`src/verilog/lfs_pkg.sv`:
```
// Constants, types and timing figures shared by the LED and system-rail fault supervisor.
// Function
// - Close duty loop switch during dimming on.
// - Open duty loop switch during dimming off.
// - Force auxiliary switch on while dimming off.
// - Auxiliary duty spans zero to full conduction.
// - Inactive compensation nodes keep their value.
// - Dimming gate output follows dimming input.
// - Pass very short dimming pulses undistorted.
// - Capacitive mode discharges soft start, raises frequency.
// - Capacitive mode above threshold frequency latches off.
// - Rail over-voltage latches off with fault.
// - Rail short for 7 us latches off.
// - Open rail feedback when off, 512 cycles.
// - Open rail feedback when on, 512 cycles.
// - LED over or unbalanced voltage for 8 us.
// - LED over-voltage: gate low, rail regulated, fault.
// - LED voltage above 3 V latches off.
// - LED over-current 7 us: gate low, rail regulated.
// - Over-current fault shown after 270 us.
// - Over-current lasting further 270 us latches off.
// - LED feedback over-current by two thresholds.
// - LED feedback open for 1024 cycles faults.
// - LED fault keeps resonant drive and rail.
// - LED stage off when low, disabled, faulted.
// - Fault indicator high for any latch-off or LED fault, over-current after 270 us.
// - Exactly one frequency loop switch closed while running.
package lfs_pkg;
  localparam int CLK_PERIOD_PS       = 25000;
  localparam int SYS_SHORT_TIME_NS   = 7000;
  localparam int LED_OVP_TIME_NS     = 8000;
  localparam int LED_HARD_TIME_NS    = 7600;
  localparam int LED_OCP_TIME_NS     = 7000;
  localparam int LED_OCP_HOLD_NS     = 270000;
  localparam int IFB_OVER_LOW_NS     = 340000;
  localparam int IFB_OVER_HIGH_NS    = 6000;
  localparam int SYS_SHORT_CYC       = (SYS_SHORT_TIME_NS * 1000 + CLK_PERIOD_PS - 1) / CLK_PERIOD_PS;
  localparam int LED_OVP_CYC         = (LED_OVP_TIME_NS * 1000 + CLK_PERIOD_PS - 1) / CLK_PERIOD_PS;
  localparam int LED_HARD_CYC        = (LED_HARD_TIME_NS * 1000 + CLK_PERIOD_PS - 1) / CLK_PERIOD_PS;
  localparam int LED_OCP_CYC         = (LED_OCP_TIME_NS * 1000 + CLK_PERIOD_PS - 1) / CLK_PERIOD_PS;
  localparam int LED_OCP_HOLD_CYC_DEF = (LED_OCP_HOLD_NS * 1000 + CLK_PERIOD_PS - 1) / CLK_PERIOD_PS;
  localparam int IFB_OVER_LOW_CYC_DEF = (IFB_OVER_LOW_NS * 1000 + CLK_PERIOD_PS - 1) / CLK_PERIOD_PS;
  localparam int IFB_OVER_HIGH_CYC   = (IFB_OVER_HIGH_NS * 1000 + CLK_PERIOD_PS - 1) / CLK_PERIOD_PS;
  localparam int SYS_OPEN_SW_CYCLES  = 512;
  localparam int LED_OPEN_SW_CYCLES  = 1024;
  localparam int CNT_W               = 16;
  localparam int NUM_QUAL            = 11;
  localparam int Q_SYS_SHORT = 0;
  localparam int Q_LED_OVP   = 1;
  localparam int Q_LED_HARD  = 2;
  localparam int Q_LED_OCP   = 3;
  localparam int Q_OCP_FLAG  = 4;
  localparam int Q_OCP_LATCH = 5;
  localparam int Q_IFB_LOW   = 6;
  localparam int Q_IFB_HIGH  = 7;
  localparam int Q_OPEN_OFF  = 8;
  localparam int Q_OPEN_ON   = 9;
  localparam int Q_LED_OPEN  = 10;
  localparam logic [NUM_QUAL-1:0] QUAL_ON_SWITCH_TICK = 11'h700;
  localparam int ADDR_W = 12;
  localparam logic [ADDR_W-1:0] CTRL_ADDR   = 12'h000;
  localparam logic [ADDR_W-1:0] STATUS_ADDR = 12'h004;
  localparam logic [ADDR_W-1:0] CAUSE_ADDR  = 12'h008;
  localparam int CTRL_ENABLE_BIT = 0;
  localparam logic CTRL_ENABLE_RESET = 1'b1;
  localparam int CAUSE_W         = 7;
  localparam int C_CAP_MODE      = 0;
  localparam int C_SYS_OVP       = 1;
  localparam int C_SYS_SHORT     = 2;
  localparam int C_OPEN_OFF      = 3;
  localparam int C_OPEN_ON       = 4;
  localparam int C_LED_HARD      = 5;
  localparam int C_LED_OCP       = 6;
  localparam int STAT_W          = 5;
  localparam int S_LATCHED       = 0;
  localparam int S_PWM_OFF       = 1;
  localparam int S_LED_FAULT     = 2;
  localparam int S_FAULT_IND     = 3;
  localparam int S_RUNNING       = 4;
  typedef enum logic [1:0] {SUP_DISABLED, SUP_RUNNING, SUP_LATCHED} lfs_sup_state_type;
endpackage

```
`src/verilog/lfs_reg_if.sv`:
```
// Interface carrying control and status between the supervisor core and its register file.
`timescale 1ns/1ps
interface lfs_reg_if;
  logic                        device_enable;
  logic [lfs_pkg::CAUSE_W-1:0] cause_set;
  logic [lfs_pkg::STAT_W-1:0]  status;
  modport regs (output device_enable, input cause_set, input status);
  modport core (input device_enable, output cause_set, output status);
endinterface

```
`src/verilog/lfs_qual_timer.sv`:
```
// Qualification counter that reports a condition held for a set number of ticks.
`timescale 1ns/1ps
module lfs_qual_timer (
  // Clock and reset
  input  wire logic                     clock_i,
  input  wire logic                     reset_i,
  // Condition, count tick and limit
  input  wire logic                     cond_i,
  input  wire logic                     tick_i,
  input  wire logic [lfs_pkg::CNT_W-1:0] limit_i,
  // Qualified condition
  output logic                          done_o
);
  import lfs_pkg::*;
  logic [CNT_W-1:0] count_q;
  logic [CNT_W-1:0] count_d;
  logic             done_q;

  always_comb begin
    count_d = count_q;
    if (!cond_i) begin
      count_d = '0;
    end else if (tick_i && count_q != limit_i) begin
      count_d = count_q + 16'h0001;
    end
  end

  always_ff @(posedge clock_i) begin
    if (reset_i) begin
      count_q <= '0;
      done_q  <= 1'b0;
    end else begin
      count_q <= count_d;
      done_q  <= cond_i && (count_d == limit_i);
    end
  end

  assign done_o = done_q;
endmodule

```
`src/verilog/lfs_apb_regs.sv`:
```
// APB register file of the supervisor: control, live status and sticky latch causes.
`timescale 1ns/1ps
module lfs_apb_regs (
  // Clock and reset
  input  wire logic                      clock_i,
  input  wire logic                      reset_i,
  // APB slave
  input  wire logic                      psel_i,
  input  wire logic                      penable_i,
  input  wire logic                      pwrite_i,
  input  wire logic [lfs_pkg::ADDR_W-1:0] paddr_i,
  input  wire logic [31:0]               pwdata_i,
  output logic      [31:0]               prdata_o,
  output logic                           pready_o,
  output logic                           pslverr_o,
  // Core side
  lfs_reg_if.regs                        core_if
);
  import lfs_pkg::*;
  logic               enable_q;
  logic [CAUSE_W-1:0] cause_q;
  logic [31:0]        prdata_q;
  logic               pready_q;
  logic               pslverr_q;
  logic               setup;
  logic               wr_en;
  logic [31:0]        rd_mux;
  logic               mapped;

  assign setup = psel_i && !penable_i;
  assign wr_en = psel_i && penable_i && pready_q && pwrite_i;

  always_comb begin
    rd_mux = 32'h00000000;
    mapped = 1'b1;
    case (paddr_i)
      CTRL_ADDR:   rd_mux[CTRL_ENABLE_BIT] = enable_q;
      STATUS_ADDR: rd_mux[STAT_W-1:0] = core_if.status;
      CAUSE_ADDR:  rd_mux[CAUSE_W-1:0] = cause_q;
      default:     mapped = 1'b0;
    endcase
  end

  // Answer one cycle after setup, so each transfer has exactly one access cycle.
  always_ff @(posedge clock_i) begin
    if (reset_i) begin
      pready_q  <= 1'b0;
      pslverr_q <= 1'b0;
      prdata_q  <= 32'h00000000;
    end else begin
      pready_q  <= setup;
      pslverr_q <= setup && !mapped;
      prdata_q  <= (setup && !pwrite_i) ? rd_mux : 32'h00000000;
    end
  end

  always_ff @(posedge clock_i) begin
    if (reset_i) begin
      enable_q <= CTRL_ENABLE_RESET;
    end else if (wr_en && paddr_i == CTRL_ADDR) begin
      enable_q <= pwdata_i[CTRL_ENABLE_BIT];
    end
  end

  // A cause arriving with its write-one clear stays set.
  always_ff @(posedge clock_i) begin
    if (reset_i) begin
      cause_q <= '0;
    end else if (wr_en && paddr_i == CAUSE_ADDR) begin
      cause_q <= (cause_q & ~pwdata_i[CAUSE_W-1:0]) | core_if.cause_set;
    end else begin
      cause_q <= cause_q | core_if.cause_set;
    end
  end

  assign core_if.device_enable = enable_q;
  assign prdata_o  = prdata_q;
  assign pready_o  = pready_q;
  assign pslverr_o = pslverr_q;
endmodule

```
`src/verilog/lfs_led_llc_fault_supervisor.sv`:
```
// Top of the LED and system-rail fault supervisor: loop selection, protections and pin drive.
`timescale 1ns/1ps
module lfs_led_llc_fault_supervisor #(
  parameter int LED_OCP_HOLD_CYC = lfs_pkg::LED_OCP_HOLD_CYC_DEF,
  parameter int IFB_OVER_LOW_CYC = lfs_pkg::IFB_OVER_LOW_CYC_DEF
) (
  // Clock and reset
  input  wire logic                       clock_i,
  input  wire logic                       reset_i,
  // APB slave
  input  wire logic                       psel_i,
  input  wire logic                       penable_i,
  input  wire logic                       pwrite_i,
  input  wire logic [lfs_pkg::ADDR_W-1:0] paddr_i,
  input  wire logic [31:0]                pwdata_i,
  output logic      [31:0]                prdata_o,
  output logic                            pready_o,
  output logic                            pslverr_o,
  // Dimming and stage control
  input  wire logic                       dimming_pwm_in_i,
  input  wire logic                       led_stage_enable_i,
  input  wire logic                       switch_tick_i,
  input  wire logic                       aux_duty_cmp_i,
  // Resonant stage comparators
  input  wire logic                       cap_mode_sense_i,
  input  wire logic                       cap_freq_above_thr_i,
  // System rail comparators
  input  wire logic                       sys_fb_over_i,
  input  wire logic                       sys_fb_half_low_i,
  input  wire logic                       sys_current_short_i,
  input  wire logic                       voltage_loop_comp_sat_i,
  input  wire logic                       duty_loop_comp_high_i,
  // LED stage comparators
  input  wire logic                       led_string_over_i,
  input  wire logic                       led_string_diff_i,
  input  wire logic                       led_string_hard_over_i,
  input  wire logic                       led_current_feedback_over_low_i,
  input  wire logic                       led_current_feedback_over_high_i,
  input  wire logic                       led_current_feedback_half_low_i,
  input  wire logic                       current_loop_comp_sat_i,
  // Sense and fault pin, input side
  input  wire logic                       led_current_sense_fault_i,
  // Sense and fault pin, output side
  output logic                            led_current_sense_fault_o,
  output logic                            led_current_sense_fault_oe_o,
  // Loop switches
  output logic                            current_loop_switch_o,
  output logic                            voltage_loop_switch_o,
  output logic                            duty_loop_switch_o,
  // Power stage drive
  output logic                            aux_switch_on_o,
  output logic                            dim_gate_out_o,
  output logic                            llc_gate_enable_o,
  output logic                            soft_start_discharge_o,
  output logic                            freq_boost_o
);
  import lfs_pkg::*;

  localparam logic [CNT_W-1:0] QUAL_LIMIT [NUM_QUAL] = '{
    CNT_W'(SYS_SHORT_CYC),
    CNT_W'(LED_OVP_CYC),
    CNT_W'(LED_HARD_CYC),
    CNT_W'(LED_OCP_CYC),
    CNT_W'(LED_OCP_HOLD_CYC),
    CNT_W'(LED_OCP_HOLD_CYC),
    CNT_W'(IFB_OVER_LOW_CYC),
    CNT_W'(IFB_OVER_HIGH_CYC),
    CNT_W'(SYS_OPEN_SW_CYCLES),
    CNT_W'(SYS_OPEN_SW_CYCLES),
    CNT_W'(LED_OPEN_SW_CYCLES)
  };

  lfs_reg_if reg_if ();

  lfs_sup_state_type  sup_q;
  lfs_sup_state_type  sup_d;
  logic               running;
  logic               pwm_off;
  logic               led_fault_q;
  logic               led_fault_d;
  logic               ocp_fault_q;
  logic               fault_ind;
  logic [NUM_QUAL-1:0] qual_cond;
  logic [NUM_QUAL-1:0] qual_done;
  logic [CAUSE_W-1:0] cause;
  logic               any_cause;
  logic               current_sw_q;
  logic               voltage_sw_q;
  logic               duty_sw_q;
  logic               aux_q;
  logic               dim_q;
  logic               llc_en_q;
  logic               ss_dis_q;
  logic               boost_q;
  logic               fault_pin_q;
  logic               fault_oe_q;
  logic [STAT_W-1:0]  status_q;
  logic [CAUSE_W-1:0] cause_q;

  lfs_apb_regs u_regs (
    .clock_i   (clock_i),
    .reset_i   (reset_i),
    .psel_i    (psel_i),
    .penable_i (penable_i),
    .pwrite_i  (pwrite_i),
    .paddr_i   (paddr_i),
    .pwdata_i  (pwdata_i),
    .prdata_o  (prdata_o),
    .pready_o  (pready_o),
    .pslverr_o (pslverr_o),
    .core_if   (reg_if.regs)
  );

  assign running = (sup_q == SUP_RUNNING);

  // The LED stage counts as off for any of these reasons.
  assign pwm_off = !dimming_pwm_in_i || !led_stage_enable_i || led_fault_q || !running;

  // Conditions under qualification.
  always_comb begin
    qual_cond              = '0;
    qual_cond[Q_SYS_SHORT] = running && sys_current_short_i;
    qual_cond[Q_LED_OVP]   = running && (led_string_over_i || led_string_diff_i);
    qual_cond[Q_LED_HARD]  = running && led_string_hard_over_i;
    qual_cond[Q_LED_OCP]   = running && led_current_sense_fault_i;
    qual_cond[Q_OCP_FLAG]  = ocp_fault_q;
    qual_cond[Q_OCP_LATCH] = ocp_fault_q && led_current_sense_fault_i;
    qual_cond[Q_IFB_LOW]   = running && led_current_feedback_over_low_i;
    qual_cond[Q_IFB_HIGH]  = running && led_current_feedback_over_high_i;
    qual_cond[Q_OPEN_OFF]  = running && pwm_off && sys_fb_half_low_i && voltage_loop_comp_sat_i;
    qual_cond[Q_OPEN_ON]   = running && !pwm_off && sys_fb_half_low_i && duty_loop_comp_high_i;
    qual_cond[Q_LED_OPEN]  = running && led_current_feedback_half_low_i && current_loop_comp_sat_i;
  end

  genvar gi;
  generate
    for (gi = 0; gi < NUM_QUAL; gi++) begin : g_qual
      lfs_qual_timer u_timer (
        .clock_i (clock_i),
        .reset_i (reset_i),
        .cond_i  (qual_cond[gi]),
        .tick_i  (QUAL_ON_SWITCH_TICK[gi] ? switch_tick_i : 1'b1),
        .limit_i (QUAL_LIMIT[gi]),
        .done_o  (qual_done[gi])
      );
    end
  endgenerate

  // Conditions that shut the converter down for good.
  always_comb begin
    cause              = '0;
    cause[C_CAP_MODE]  = running && cap_mode_sense_i && cap_freq_above_thr_i;
    cause[C_SYS_OVP]   = running && sys_fb_over_i;
    cause[C_SYS_SHORT] = qual_done[Q_SYS_SHORT];
    cause[C_OPEN_OFF]  = qual_done[Q_OPEN_OFF];
    cause[C_OPEN_ON]   = qual_done[Q_OPEN_ON];
    cause[C_LED_HARD]  = qual_done[Q_LED_HARD];
    cause[C_LED_OCP]   = qual_done[Q_OCP_LATCH];
  end

  assign any_cause = |cause;

  // Latch-off persists until the device is disabled; a cause beats a pending disable.
  always_comb begin
    sup_d = sup_q;
    case (sup_q)
      SUP_DISABLED: begin
        if (reg_if.device_enable) begin
          sup_d = SUP_RUNNING;
        end
      end
      SUP_RUNNING: begin
        if (any_cause) begin
          sup_d = SUP_LATCHED;
        end else if (!reg_if.device_enable) begin
          sup_d = SUP_DISABLED;
        end
      end
      SUP_LATCHED: begin
        if (!reg_if.device_enable) begin
          sup_d = SUP_DISABLED;
        end
      end
      default: sup_d = SUP_DISABLED;
    endcase
  end

  always_ff @(posedge clock_i) begin
    if (reset_i) begin
      sup_q <= SUP_DISABLED;
    end else begin
      sup_q <= sup_d;
    end
  end

  // Over-current fault stays until it has been reported and the sense has recovered.
  always_ff @(posedge clock_i) begin
    if (reset_i) begin
      ocp_fault_q <= 1'b0;
    end else begin
      ocp_fault_q <= running && (qual_done[Q_LED_OCP] ||
                     (ocp_fault_q && (led_current_sense_fault_i || !qual_done[Q_OCP_FLAG])));
    end
  end

  // Non-latched LED faults only turn the LED stage off.
  assign led_fault_d = qual_done[Q_LED_OVP] || ocp_fault_q || qual_done[Q_IFB_LOW] ||
                       qual_done[Q_IFB_HIGH] || qual_done[Q_LED_OPEN];

  always_ff @(posedge clock_i) begin
    if (reset_i) begin
      led_fault_q <= 1'b0;
    end else begin
      led_fault_q <= running && led_fault_d;
    end
  end

  // Over-current shows on the indicator only after the hold time.
  assign fault_ind = (sup_q == SUP_LATCHED) || any_cause || qual_done[Q_LED_OVP] || qual_done[Q_OCP_FLAG] ||
                     qual_done[Q_IFB_LOW] || qual_done[Q_IFB_HIGH] || qual_done[Q_LED_OPEN];

  // One frequency loop at a time; the open loops hold their nodes.
  always_ff @(posedge clock_i) begin
    if (reset_i) begin
      current_sw_q <= 1'b0;
      voltage_sw_q <= 1'b0;
    end else begin
      current_sw_q <= running && !pwm_off;
      voltage_sw_q <= running && pwm_off;
    end
  end

  always_ff @(posedge clock_i) begin
    if (reset_i) begin
      duty_sw_q <= 1'b0;
    end else begin
      duty_sw_q <= running && !pwm_off;
    end
  end

  // The comparator passes straight through, so any duty from none to full is possible.
  always_ff @(posedge clock_i) begin
    if (reset_i) begin
      aux_q <= 1'b0;
    end else begin
      aux_q <= running && (pwm_off || aux_duty_cmp_i);
    end
  end

  // One register stage only, so a pulse of a few microseconds keeps its width.
  always_ff @(posedge clock_i) begin
    if (reset_i) begin
      dim_q <= 1'b0;
    end else begin
      dim_q <= !pwm_off;
    end
  end

  always_ff @(posedge clock_i) begin
    if (reset_i) begin
      llc_en_q <= 1'b0;
    end else begin
      llc_en_q <= running;
    end
  end

  // Soft start is also held discharged while not running, so each start ramps up.
  always_ff @(posedge clock_i) begin
    if (reset_i) begin
      ss_dis_q <= 1'b1;
      boost_q  <= 1'b0;
    end else begin
      ss_dis_q <= !running || cap_mode_sense_i;
      boost_q  <= running && cap_mode_sense_i;
    end
  end

  always_ff @(posedge clock_i) begin
    if (reset_i) begin
      fault_pin_q <= 1'b0;
      fault_oe_q  <= 1'b0;
    end else begin
      fault_pin_q <= fault_ind;
      fault_oe_q  <= fault_ind;
    end
  end

  always_ff @(posedge clock_i) begin
    if (reset_i) begin
      status_q <= '0;
      cause_q  <= '0;
    end else begin
      status_q[S_LATCHED]   <= (sup_d == SUP_LATCHED);
      status_q[S_PWM_OFF]   <= pwm_off;
      status_q[S_LED_FAULT] <= led_fault_q;
      status_q[S_FAULT_IND] <= fault_ind;
      status_q[S_RUNNING]   <= running;
      cause_q               <= cause;
    end
  end

  assign reg_if.status    = status_q;
  assign reg_if.cause_set = cause_q;

  assign current_loop_switch_o        = current_sw_q;
  assign voltage_loop_switch_o        = voltage_sw_q;
  assign duty_loop_switch_o           = duty_sw_q;
  assign aux_switch_on_o              = aux_q;
  assign dim_gate_out_o               = dim_q;
  assign llc_gate_enable_o            = llc_en_q;
  assign soft_start_discharge_o       = ss_dis_q;
  assign freq_boost_o                 = boost_q;
  assign led_current_sense_fault_o    = fault_pin_q;
  assign led_current_sense_fault_oe_o = fault_oe_q;
endmodule

```
`config.mk`:
```
export PLATFORM = sky130hd
export DESIGN_NAME = lfs_led_llc_fault_supervisor
export DESIGN_NICKNAME = d
export VERILOG_FILES = /design/src/verilog/lfs_pkg.sv /design/src/verilog/lfs_reg_if.sv /design/src/verilog/lfs_qual_timer.sv /design/src/verilog/lfs_apb_regs.sv /design/src/verilog/lfs_led_llc_fault_supervisor.sv
export SDC_FILE = /design/constraint.sdc
export NUM_CORES = 1
export LEC_CHECK = 0
export BUFFER_PORTS_ARGS = -buffer_cell sky130_fd_sc_hd__buf_2
export CAP_MARGIN = 20
export CORE_AREA = 2 2 143 145
export DETAILED_ROUTE_END_ITERATION = 10
export DIE_AREA = 0 0 145 147
export HOLD_SLACK_MARGIN = 0.08
export PLACE_DENSITY = 0.89
export SYNTH_ARGS = -nofsm -noshare
export SYNTH_HDL_FRONTEND = slang
export SYNTH_SLANG_ARGS = --single-unit
```
`constraint.sdc`:
```
create_clock -name clock_i -period 2.6 [get_ports clock_i]
set_input_delay 0.39 -clock clock_i [delete_from_list [all_inputs] [get_ports clock_i]]
set_output_delay 0.39 -clock clock_i [all_outputs]
set_load 0.05 [all_outputs]
```
# Word-level counts from Yosys, hierarchy flattened
# Index checks and enable logic that the tools add are counted.
dict set report totals {
  reg_bits 253
  out_inout_bits 44
  word_cells 192
}
dict set report classes {
  reduce_logical 76
  bitwise 6
  n_eq_ne 27
  add_sub_neg 11
  mux 30
}
# operator n
set ops {}
lappend ops {{16-bit two-way mux} 22}
lappend ops {{16-bit by 1-bit adder with 16-bit output (second input constant)} 11}
lappend ops {{16-bit by 9-bit == test with 1-bit output (second input constant)} 4}
lappend ops {{16-bit by 9-bit != test with 1-bit output (second input constant)} 4}
lappend ops {{16-bit by 14-bit == test with 1-bit output (second input constant)} 3}
lappend ops {{16-bit by 14-bit != test with 1-bit output (second input constant)} 3}
lappend ops {{1-bit logical AND} 44}
lappend ops {{16-bit by 10-bit == test with 1-bit output (second input constant)} 2}
lappend ops {{16-bit by 10-bit != test with 1-bit output (second input constant)} 2}
lappend ops {{1-bit logical OR} 18}
lappend ops {{16-bit by 11-bit == test with 1-bit output (second input constant)} 1}
lappend ops {{16-bit by 8-bit == test with 1-bit output (second input constant)} 1}
lappend ops {{16-bit by 11-bit != test with 1-bit output (second input constant)} 1}
lappend ops {{16-bit by 8-bit != test with 1-bit output (second input constant)} 1}
lappend ops {{7-bit bitwise OR} 2}
lappend ops {{12-bit by 3-bit == test with 1-bit output (second input constant)} 1}
lappend ops {{12-bit by 4-bit == test with 1-bit output (second input constant)} 1}
lappend ops {{12-bit zero test} 1}
lappend ops {{1-bit zero test} 8}
lappend ops {{4-bit case mux with 2 select lines} 1}
lappend ops {{7-bit AND} 1}
lappend ops {{7-bit two-way mux} 1}
lappend ops {{7-bit inverter} 1}
lappend ops {{7-bit OR reduction} 1}
lappend ops {{10 further kinds} 15}

# Logic depth before layout (Yosys ltp)
# Gate-level depths: netlist of the first run.
dict set report logic_depth {
  word_depth 11
  ltp_mapped 9
  depth_no_buf 8
}

# Modules after synthesis
# Synthesis of the first run repeated with hierarchy kept, for this count alone.
dict set report unflattened {
  cells_unflattened 2404
  hier_area_um2 19779.0
}
# mod area_per_inst_um2 seq_area_each_um2 cells_per_inst instances
set modules_own_cells {}
lappend modules_own_cells {{lfs_qual_timer (g_qual[0].u_timer ...)} 1704.1 340.3 210 8}
lappend modules_own_cells {{lfs_qual_timer (g_qual[7].u_timer ...)} 1482.7 340.3 181 3}
lappend modules_own_cells {lfs_apb_regs 923.4 340.3 102 1}
lappend modules_own_cells {lfs_led_llc_fault_supervisor 774.5 440.4 79 1}

# Least setup slack after synthesis of the first run
# OpenSTA, ideal clock, no wires.
dict set report synth_timing {
  path_kind {register to register}
  startpoint {register g_qual[8].u_timer.count_q[0]}
  endpoint {register g_qual[8].u_timer.done_q}
  setup_slack_ps 335
  n_path_buf 0
  stages_incl_launch_ff 8
  setup_ps 100
  t_required_ps 2500
  arrival_ps 2166
  path_cell_list {dfxtp_1 > ha_1 > nand2_1 > or4_4 > nor3_2 > o2bb2ai_1 > or4_4 > a2111oi_4}
}
dict set report synth_via {
  elab_chain_len 6
  word_cells_on_any_way 7
  classes_between {add/sub: 1; eq/ne: 2; mux: 2; reduce/logical: 2}
}
# element line
set synth_rtl {}
lappend synth_rtl {{from (decl)} lfs_qual_timer.sv:15} ;# logic [CNT_W-1:0] count_q;
lappend synth_rtl {{from (signal assigned)} lfs_qual_timer.sv:33} ;# count_q <= count_d;
lappend synth_rtl {{parallel branches: the longest is 2 deep, another holds 16-bit by 1-bit adder with 16-bit output} n/a}
lappend synth_rtl {{16-bit two-way mux *} lfs_qual_timer.sv:23} ;# end else if (tick_i && count_q != limit_i) begin
lappend synth_rtl {{16-bit two-way mux *} lfs_qual_timer.sv:21} ;# if (!cond_i) begin
lappend synth_rtl {{16-bit by 10-bit == test with 1-bit output *} lfs_qual_timer.sv:34} ;# done_q <= cond_i && (count_d == limit_i);
lappend synth_rtl {{1-bit logical AND *} lfs_qual_timer.sv:34}
lappend synth_rtl {{to (signal assigned)} lfs_qual_timer.sv:34}
lappend synth_rtl {{to (decl)} lfs_qual_timer.sv:17} ;# logic done_q;
# Mark *: on every way between the ends.
# A chain may end at the register's enable or synchronous reset.

# Worst setup path after layout of the first run
# Same ends and word-level chain as after synthesis.

==> results.toml, run 1 <==
[outcome]
status = "complete, no violations"

[sta]
setup_tns_ps = 0
fmax_mhz = 431
hold_viol = 0
setup_viol_count_final = 0
slew_viol_final = 0
timing.max_slew.rel_slack = 0.591
rsz0062_at_grt = "false"
finClkSkew_ps = 6.53
final.min_clock_period_ps = 2320
final.period_utilization = 0.893
slew_at_the_pin_with_the_worst_max_slew_slack_ps = 609

[routing]
detail-route-antenna-nets = 0
number_of_design_rule_violations_left_after_detail_routing = 0
route.final.wire_length_mm = 26.1
detailedRoute.firstPassIterationCount = 6
routed_via_count = 10300
vias_per_cell = 5.83
wire_per_inst_um = 14.7
drtIter0Drc = 737

[placement]
dpl.hpwl_mm = 18.4
place_congestion = 0.900
port_buffers = 61

[clocking]
tritoncts = "built"
worstSkewPairLatency_ps = 510
clkSinkCount = 225
cts_root_buf = "sky130_fd_sc_hd__clkbuf_16"
h_tree_lvls = 1
clk_transition_reported_paths_ps = 60
numCtsBuffers = 23
ctsLongestPathBuffers = 3
cts_repair_resize_count = 0

[power_and_ir_drop]
leakagePower_uw = 0.00445
share_comb_of_total_power = 0.052
worst_vdd_drop_mv = 0.535
power.density_nw_per_um2 = 549
total_switching_power_uw = 1640
switching_share = 0.231
seqPwrFrac = 0.493
power_report.internal_total_uw = 5440
totalPowerFinal_uw = 7080
pwr-share-clk = 0.455

[setup_path]
path_buf_inv = 0
critical_path.top_delay_family = "simple AND/OR/NAND/NOR gates"
critical_path_required_ps = 3010
worst-setup-path-type = "reg2reg"
critPathCaptureType = "flop"
r2r_slack_ps = 280
cp_max_fo = 6
crit_chain = "ha_1, nand2_1, or4_4, nor3_2, o2bb2ai_1, or4_4, a2111oi_4"
critPathArrivalTime_ps = 2730
max_stage_delay_ps = 550
crit_path_frequent_cell = "sky130_fd_sc_hd__or4_4"
crit_path_start_kind = "flop"
slowest_stage = "sky130_fd_sc_hd__or4_4"

[floorplanning]
dieWidth_um = 145
die_y_um = 147
design.portCount = 112
placeableCoreArea_sq_um = 19800
initial_utilization = 0.590
core.rowCount = 52
die_area_sq_um = 21300

[logic_synthesis]
synth.avg_cell_area_sq_um = 8.11
synth_async_sr_flop_share = 0
synth-edff-count = 0
yosys_most_used_dff = "sky130_fd_sc_hd__dfxtp_1"
syn_inst = 1445
synth-warning-count = 0
yosys_register_bits = 225
synth.lib_cells_used.distinct = 68
synth-seq-area-share = 0.385
syn-cell-area_sq_um = 11700

[finish]
final_common_cell = "sky130_fd_sc_hd__nor2_1"
insertedDiodeCount = 0
most-common-layout-cells = "sky130_fd_sc_hd__nor2_1, sky130_fd_sc_hd__dfxtp_1, sky130_fd_sc_hd__nand2_1"
final_layout_size_suffix_gt1_frac = 0.0975
nets = 1573
layout-area-overhead-vs-synth_pct = 10.0

[global_route]
use_met2 = 0.427
grt.met1_usage = 0.294
grt_most_used_layer = "met2"
gr-usage-met3 = 0.0422
global_route_wire_length_before_repair_mm = 44.5
global_route.usage.total = 0.241
grt_overflow_total = 0
initial_antenna_violation_count = 0
number_of_global_route_vias_before_repair = 9840
grt_max_degree = 27

[flow_run]
drv_cap = 0

[worst_hold_path]
min_path_type = "in2reg"
[path summary, 6_finish.rpt]
| path | start | to | cells past startpoint |
|---|---|---|---|
| max | g_qual[8].u_timer.count_q[0] | g_qual[8].u_timer.done_o | 7 |
| min | sys_fb_over_i | cause_q[1] | 2 |
| max reg2reg | g_qual[8].u_timer.count_q[0] | g_qual[8].u_timer.done_o | 7 |
| min reg2reg | cause_q[1] | u_regs.cause_q[1] | 2 |
[cell families after synthesis]
kind of cell | Yosys count | synth area share
xor gates and xnor gates | 166 | 0.124
AOI/OAI and AO/OA | 141 | 0.0761
DFF | 225 | 0.385
buffers and inverters | 138 | 0.0544
adders and majority gates | 22 | 0.0235
muxes | 15 | 0.0134
other | 1 | 0.000320
and+or+nand+nor | 737 | 0.324
[sequential cells by signal, indices dropped and copies added (netlist names), 2 cells and up]
register and cells:
cause_q 7, g_qual.u_timer.done_o 11, g_qual.u_timer.count_q 176, u_regs.prdata_o 7, sup_q 2, u_regs.cause_q 7
reg_if.status 4
[routing by layer]
layer,vias to the layer above,wire length [um]
li1,5035,-
met1,4818,10700
met2,367,12600
met3,80,1900
met4,0,766
met5,-,0
[final cells by class]
type | count | area [sq um]
Clock buffer | 28 | 614
Clock inverter | 12 | 119
Fill cell | 1551 | 6960
Inverter | 40 | 150
Multi-Input combinational cell | 1106 | 6660
Sequential cell | 225 | 4500
Tap cell | 270 | 338
Timing Repair Buffer | 87 | 500
[per-stage QoR]
step	setup slack, ps	hold WS, ps	std cells	util	cell area [sq um]
floorplan	335	413	1469	-	11800
global placement	327	421	1728	0.612	12200
detailed placement	279	439	1728	0.612	12200
CTS	283	81.3	1768	0.649	12900
global route	1.07	108	1768	0.649	12900
finish	278	91.9	1768	0.649	12900
[synthesized netlist by cell type (all sizes together) (3+ instances only)]
library cell / count / area share
mux2i: 10 / 0.0085
a21oi: 49 / 0.021
mux2: 5 / 0.0048
o31ai: 7 / 0.0045
clkbuf: 56 / 0.018
nand2: 92 / 0.029
xor2: 82 / 0.061
nor2b: 26 / 0.014
nand4: 51 / 0.028
o21ai: 28 / 0.012
and4: 14 / 0.010
inv: 40 / 0.013
and2: 9 / 0.0048
o211ai: 3 / 0.0019
or2: 9 / 0.0048
ha: 22 / 0.024
nand2b: 14 / 0.0075
a31oi: 13 / 0.0069
nor2: 241 / 0.077
o22ai: 4 / 0.0021
or4: 8 / 0.0058
nor3b: 7 / 0.0045
or3: 21 / 0.011
and3: 28 / 0.015
buf: 42 / 0.024
nor4: 33 / 0.019
nor3: 57 / 0.025
nor4bb: 6 / 0.0051
o21a: 3 / 0.0019
a22oi: 8 / 0.0051
a311oi: 3 / 0.0022
nand3: 91 / 0.039
xnor2: 84 / 0.063
dfxtp: 225 / 0.38
nand4b: 5 / 0.0037
nor4b: 13 / 0.0097
nand3b: 5 / 0.0032
a211oi: 3 / 0.0019
[power groups by stage]
stage / Clock, uW / Sequential, uW / Combinational, uW
2_1_floorplan: 0 / 3590 / 255
3_3_place_gp: 0 / 3570 / 356
3_5_place_dp: 0 / 3570 / 363
4_1_cts: 3280 / 3490 / 365
5_1_grt: 3410 / 3490 / 394
6_report: 3220 / 3490 / 369
[repair_timing]
item	CTS	global route
buffers inserted	0	0
hold buffers	0	0
setup endpoints to repair	0	1
Power figures use the tool's default switching activity.
==> run 2: changes to the inputs <==
--- a/config.mk
+++ b/config.mk
@@ -5,13 +5,14 @@
 export SDC_FILE = /design/constraint.sdc
 export NUM_CORES = 1
 export LEC_CHECK = 0
-export BUFFER_PORTS_ARGS = -buffer_cell sky130_fd_sc_hd__buf_2
+export BUFFER_PORTS_ARGS = -buffer_cell sky130_fd_sc_hd__clkbuf_2
 export CAP_MARGIN = 20
-export CORE_AREA = 2 2 143 145
+export CORE_AREA = 2 2 141 143
+export CTS_BUF_LIST = sky130_fd_sc_hd__clkbuf_4 sky130_fd_sc_hd__clkbuf_8
 export DETAILED_ROUTE_END_ITERATION = 10
-export DIE_AREA = 0 0 145 147
+export DIE_AREA = 0 0 143 145
 export HOLD_SLACK_MARGIN = 0.08
-export PLACE_DENSITY = 0.89
+export PLACE_DENSITY = 0.91
 export SYNTH_ARGS = -nofsm -noshare
 export SYNTH_HDL_FRONTEND = slang
 export SYNTH_SLANG_ARGS = --single-unit
==> results.toml, run 2 (same netlist as run 1, synthesis figures left out) <==
[sta]
hold_viol = 0
slew_at_the_pin_with_the_worst_max_slew_slack_ps = 608
timing.max_slew.rel_slack = 0.591
fmax_mhz = 415
setup_viol_count_final = 0
finClkSkew_ps = 29.5
final_critical_path_setup_slack_ps = 190
slew_viol_final = 0
rsz0062_at_grt = "false"
setup_tns_ps = 0
final.period_utilization = 0.927
final.min_clock_period_ps = 2410

[setup_path]
timing.critical_path.from = "g_qual[8].u_timer.count_q[0]"
worst-setup-path-type = "reg2reg"
critPathCaptureType = "flop"
worstReg2RegStart = "g_qual[8].u_timer.count_q[0]"
crit_path_start_kind = "flop"
critPathArrivalTime_ps = 2840
cp_max_fo = 6
critical_path_required_ps = 3030

[placement]
dpl.hpwl_mm = 18.3
placedCellCount = 1719
port_buffers = 61
postPlaceCellArea_sq_um = 12100
place_congestion = 0.931
detailedPlace.worstSlack_ps = 229

[finish]
final_layout_size_suffix_gt1_frac = 0.115
insertedDiodeCount = 0
number_of_flip_flops_under_the_largest_register_name = 176
fillers = 1388
max_flop_register = "g_qual.u_timer.count_q"
final_common_cell = "sky130_fd_sc_hd__nor2_1"
most-common-layout-cells = "sky130_fd_sc_hd__nor2_1, sky130_fd_sc_hd__dfxtp_1, sky130_fd_sc_hd__nand2_1"
final-instance-count-excl-fill = 1790
nets = 1587
utilization = 0.681
layout-area-overhead-vs-synth_pct = 11.7
post-route-cell-area_sq_um = 13100

[routing]
wire_per_inst_um = 15.0
number_of_design_rule_violations_left_after_detail_routing = 0
routed_via_count = 10500
route.final.wire_length_mm = 26.8
detail-route-antenna-nets = 0
drtIter0Drc = 996
detailedRoute.firstPassIterationCount = 5
vias_per_cell = 5.86

[clocking]
clk_transition_reported_paths_ps = 60
ctsLongestPathBuffers = 3
cts_root_buf = "sky130_fd_sc_hd__clkbuf_8"
h_tree_lvls = 2
worstSkewPairLatency_ps = 550
numCtsBuffers = 39
tritoncts = "built"
clkSinkCount = 225

[floorplanning]
core.rowCount = 51
placeableCoreArea_sq_um = 19200
die_area_sq_um = 20700
dieWidth_um = 143
design.portCount = 112
die_y_um = 145
initial_utilization = 0.610

[global_route]
grt_overflow_total = 0
number_of_global_route_vias_before_repair = 9867
global_route_wire_length_before_repair_mm = 44.9
grt_max_degree = 28
initial_antenna_violation_count = 0
global_route.usage.total = 0.255

[worst_hold_path]
min_path_type = "in2reg"
hold_start = "psel_i"

[flow_run]
drv_cap = 0

[power_and_ir_drop]
leakagePower_uw = 0.00457
worst_vdd_drop_mv = 0.404
power.density_nw_per_um2 = 588

[outcome]
status = "complete, no violations"
-- run 2: cell count changes in the layout (fill, tap and decap cells not counted), sizes merged --
| cell | previous run | this run |
|---|---|---|
| clkinv | 7 | 6 |
| bufinv | 2 | 5 |
| clkinvlp | 2 | 1 |
| clkbuf | 28 | 117 |
| dlygate4sd3 | 0 | 2 |
| buf | 87 | 22 |
-- run 2: path summary, 6_finish.rpt --
kind | to | slack (ps) | depth (start not counted)
hold reg to reg | u_regs.cause_q[2] | 440 | 2
setup / recovery | g_qual[8].u_timer.done_o | 190 | 7
setup reg to reg | g_qual[8].u_timer.done_o | 190 | 7
hold / removal | u_regs.pready_o | 90 | 3
-- run 2: layer usage --
| layer | wire [um] | up-vias | track usage |
|---|---|---|---|
| met1 | 11200 | 4894 | 0.322 |
| met2 | 13100 | 435 | 0.438 |
| met5 | 0 | - | 0 |
| met3 | 1730 | 73 | 0.0406 |
| met4 | 733 | 0 | 0.0931 |
| li1 | - | 5081 | - |
-- run 2: final cells by class --
class	count	area, sq um	area share
tap	265	332	0.0253
timing repair buffer	85	490	0.0375
inverter	40	150	0.0115
multi-input combinational	1106	6670	0.509
clock inverter	13	196	0.0150
clock buffer	56	746	0.0570
sequential	225	4500	0.344
-- run 2: critical path, cell delays in order, from the launching register on --
cell and delay (ps):
sky130_fd_sc_hd__dfxtp_1 440, sky130_fd_sc_hd__ha_1 220, sky130_fd_sc_hd__nand2_1 90, sky130_fd_sc_hd__or4_4 560, sky130_fd_sc_hd__nor3_2 240, sky130_fd_sc_hd__o2bb2ai_1 90
sky130_fd_sc_hd__or4_4 490, sky130_fd_sc_hd__a2111oi_4 190
-- run 2: power breakdown --
| group | total, uW | leakage [uW] | internal, uW | switching [uW] |
|---|---|---|---|---|
| registers | 3490 | 0.00181 | 3470 | 21.6 |
| clock network | 3820 | 0.000491 | 2350 | 1470 |
| logic | 372 | 0.00226 | 95.7 | 277 |
| total | 7690 | 0.00457 | 5920 | 1770 |
-- run 2: stage by stage --
step / total power (uW) / hold WS, ps
5_1_grt: 7930 / 106
6_report: 7690 / 91.5
2_1_floorplan: 3840 / 413
4_1_cts: 7720 / 80.9
3_5_place_dp: 3930 / 430
3_3_place_gp: 3920 / 415
-- run 2: timing repair --
action / 4_1_cts / 5_1_grt
endpoints found under the hold margin: 2 / 0
hold buffers: 2 / 0
buffers inserted: 0 / 0
endpoints found under the setup margin: 0 / 1
gates resized for setup: 0 / 1
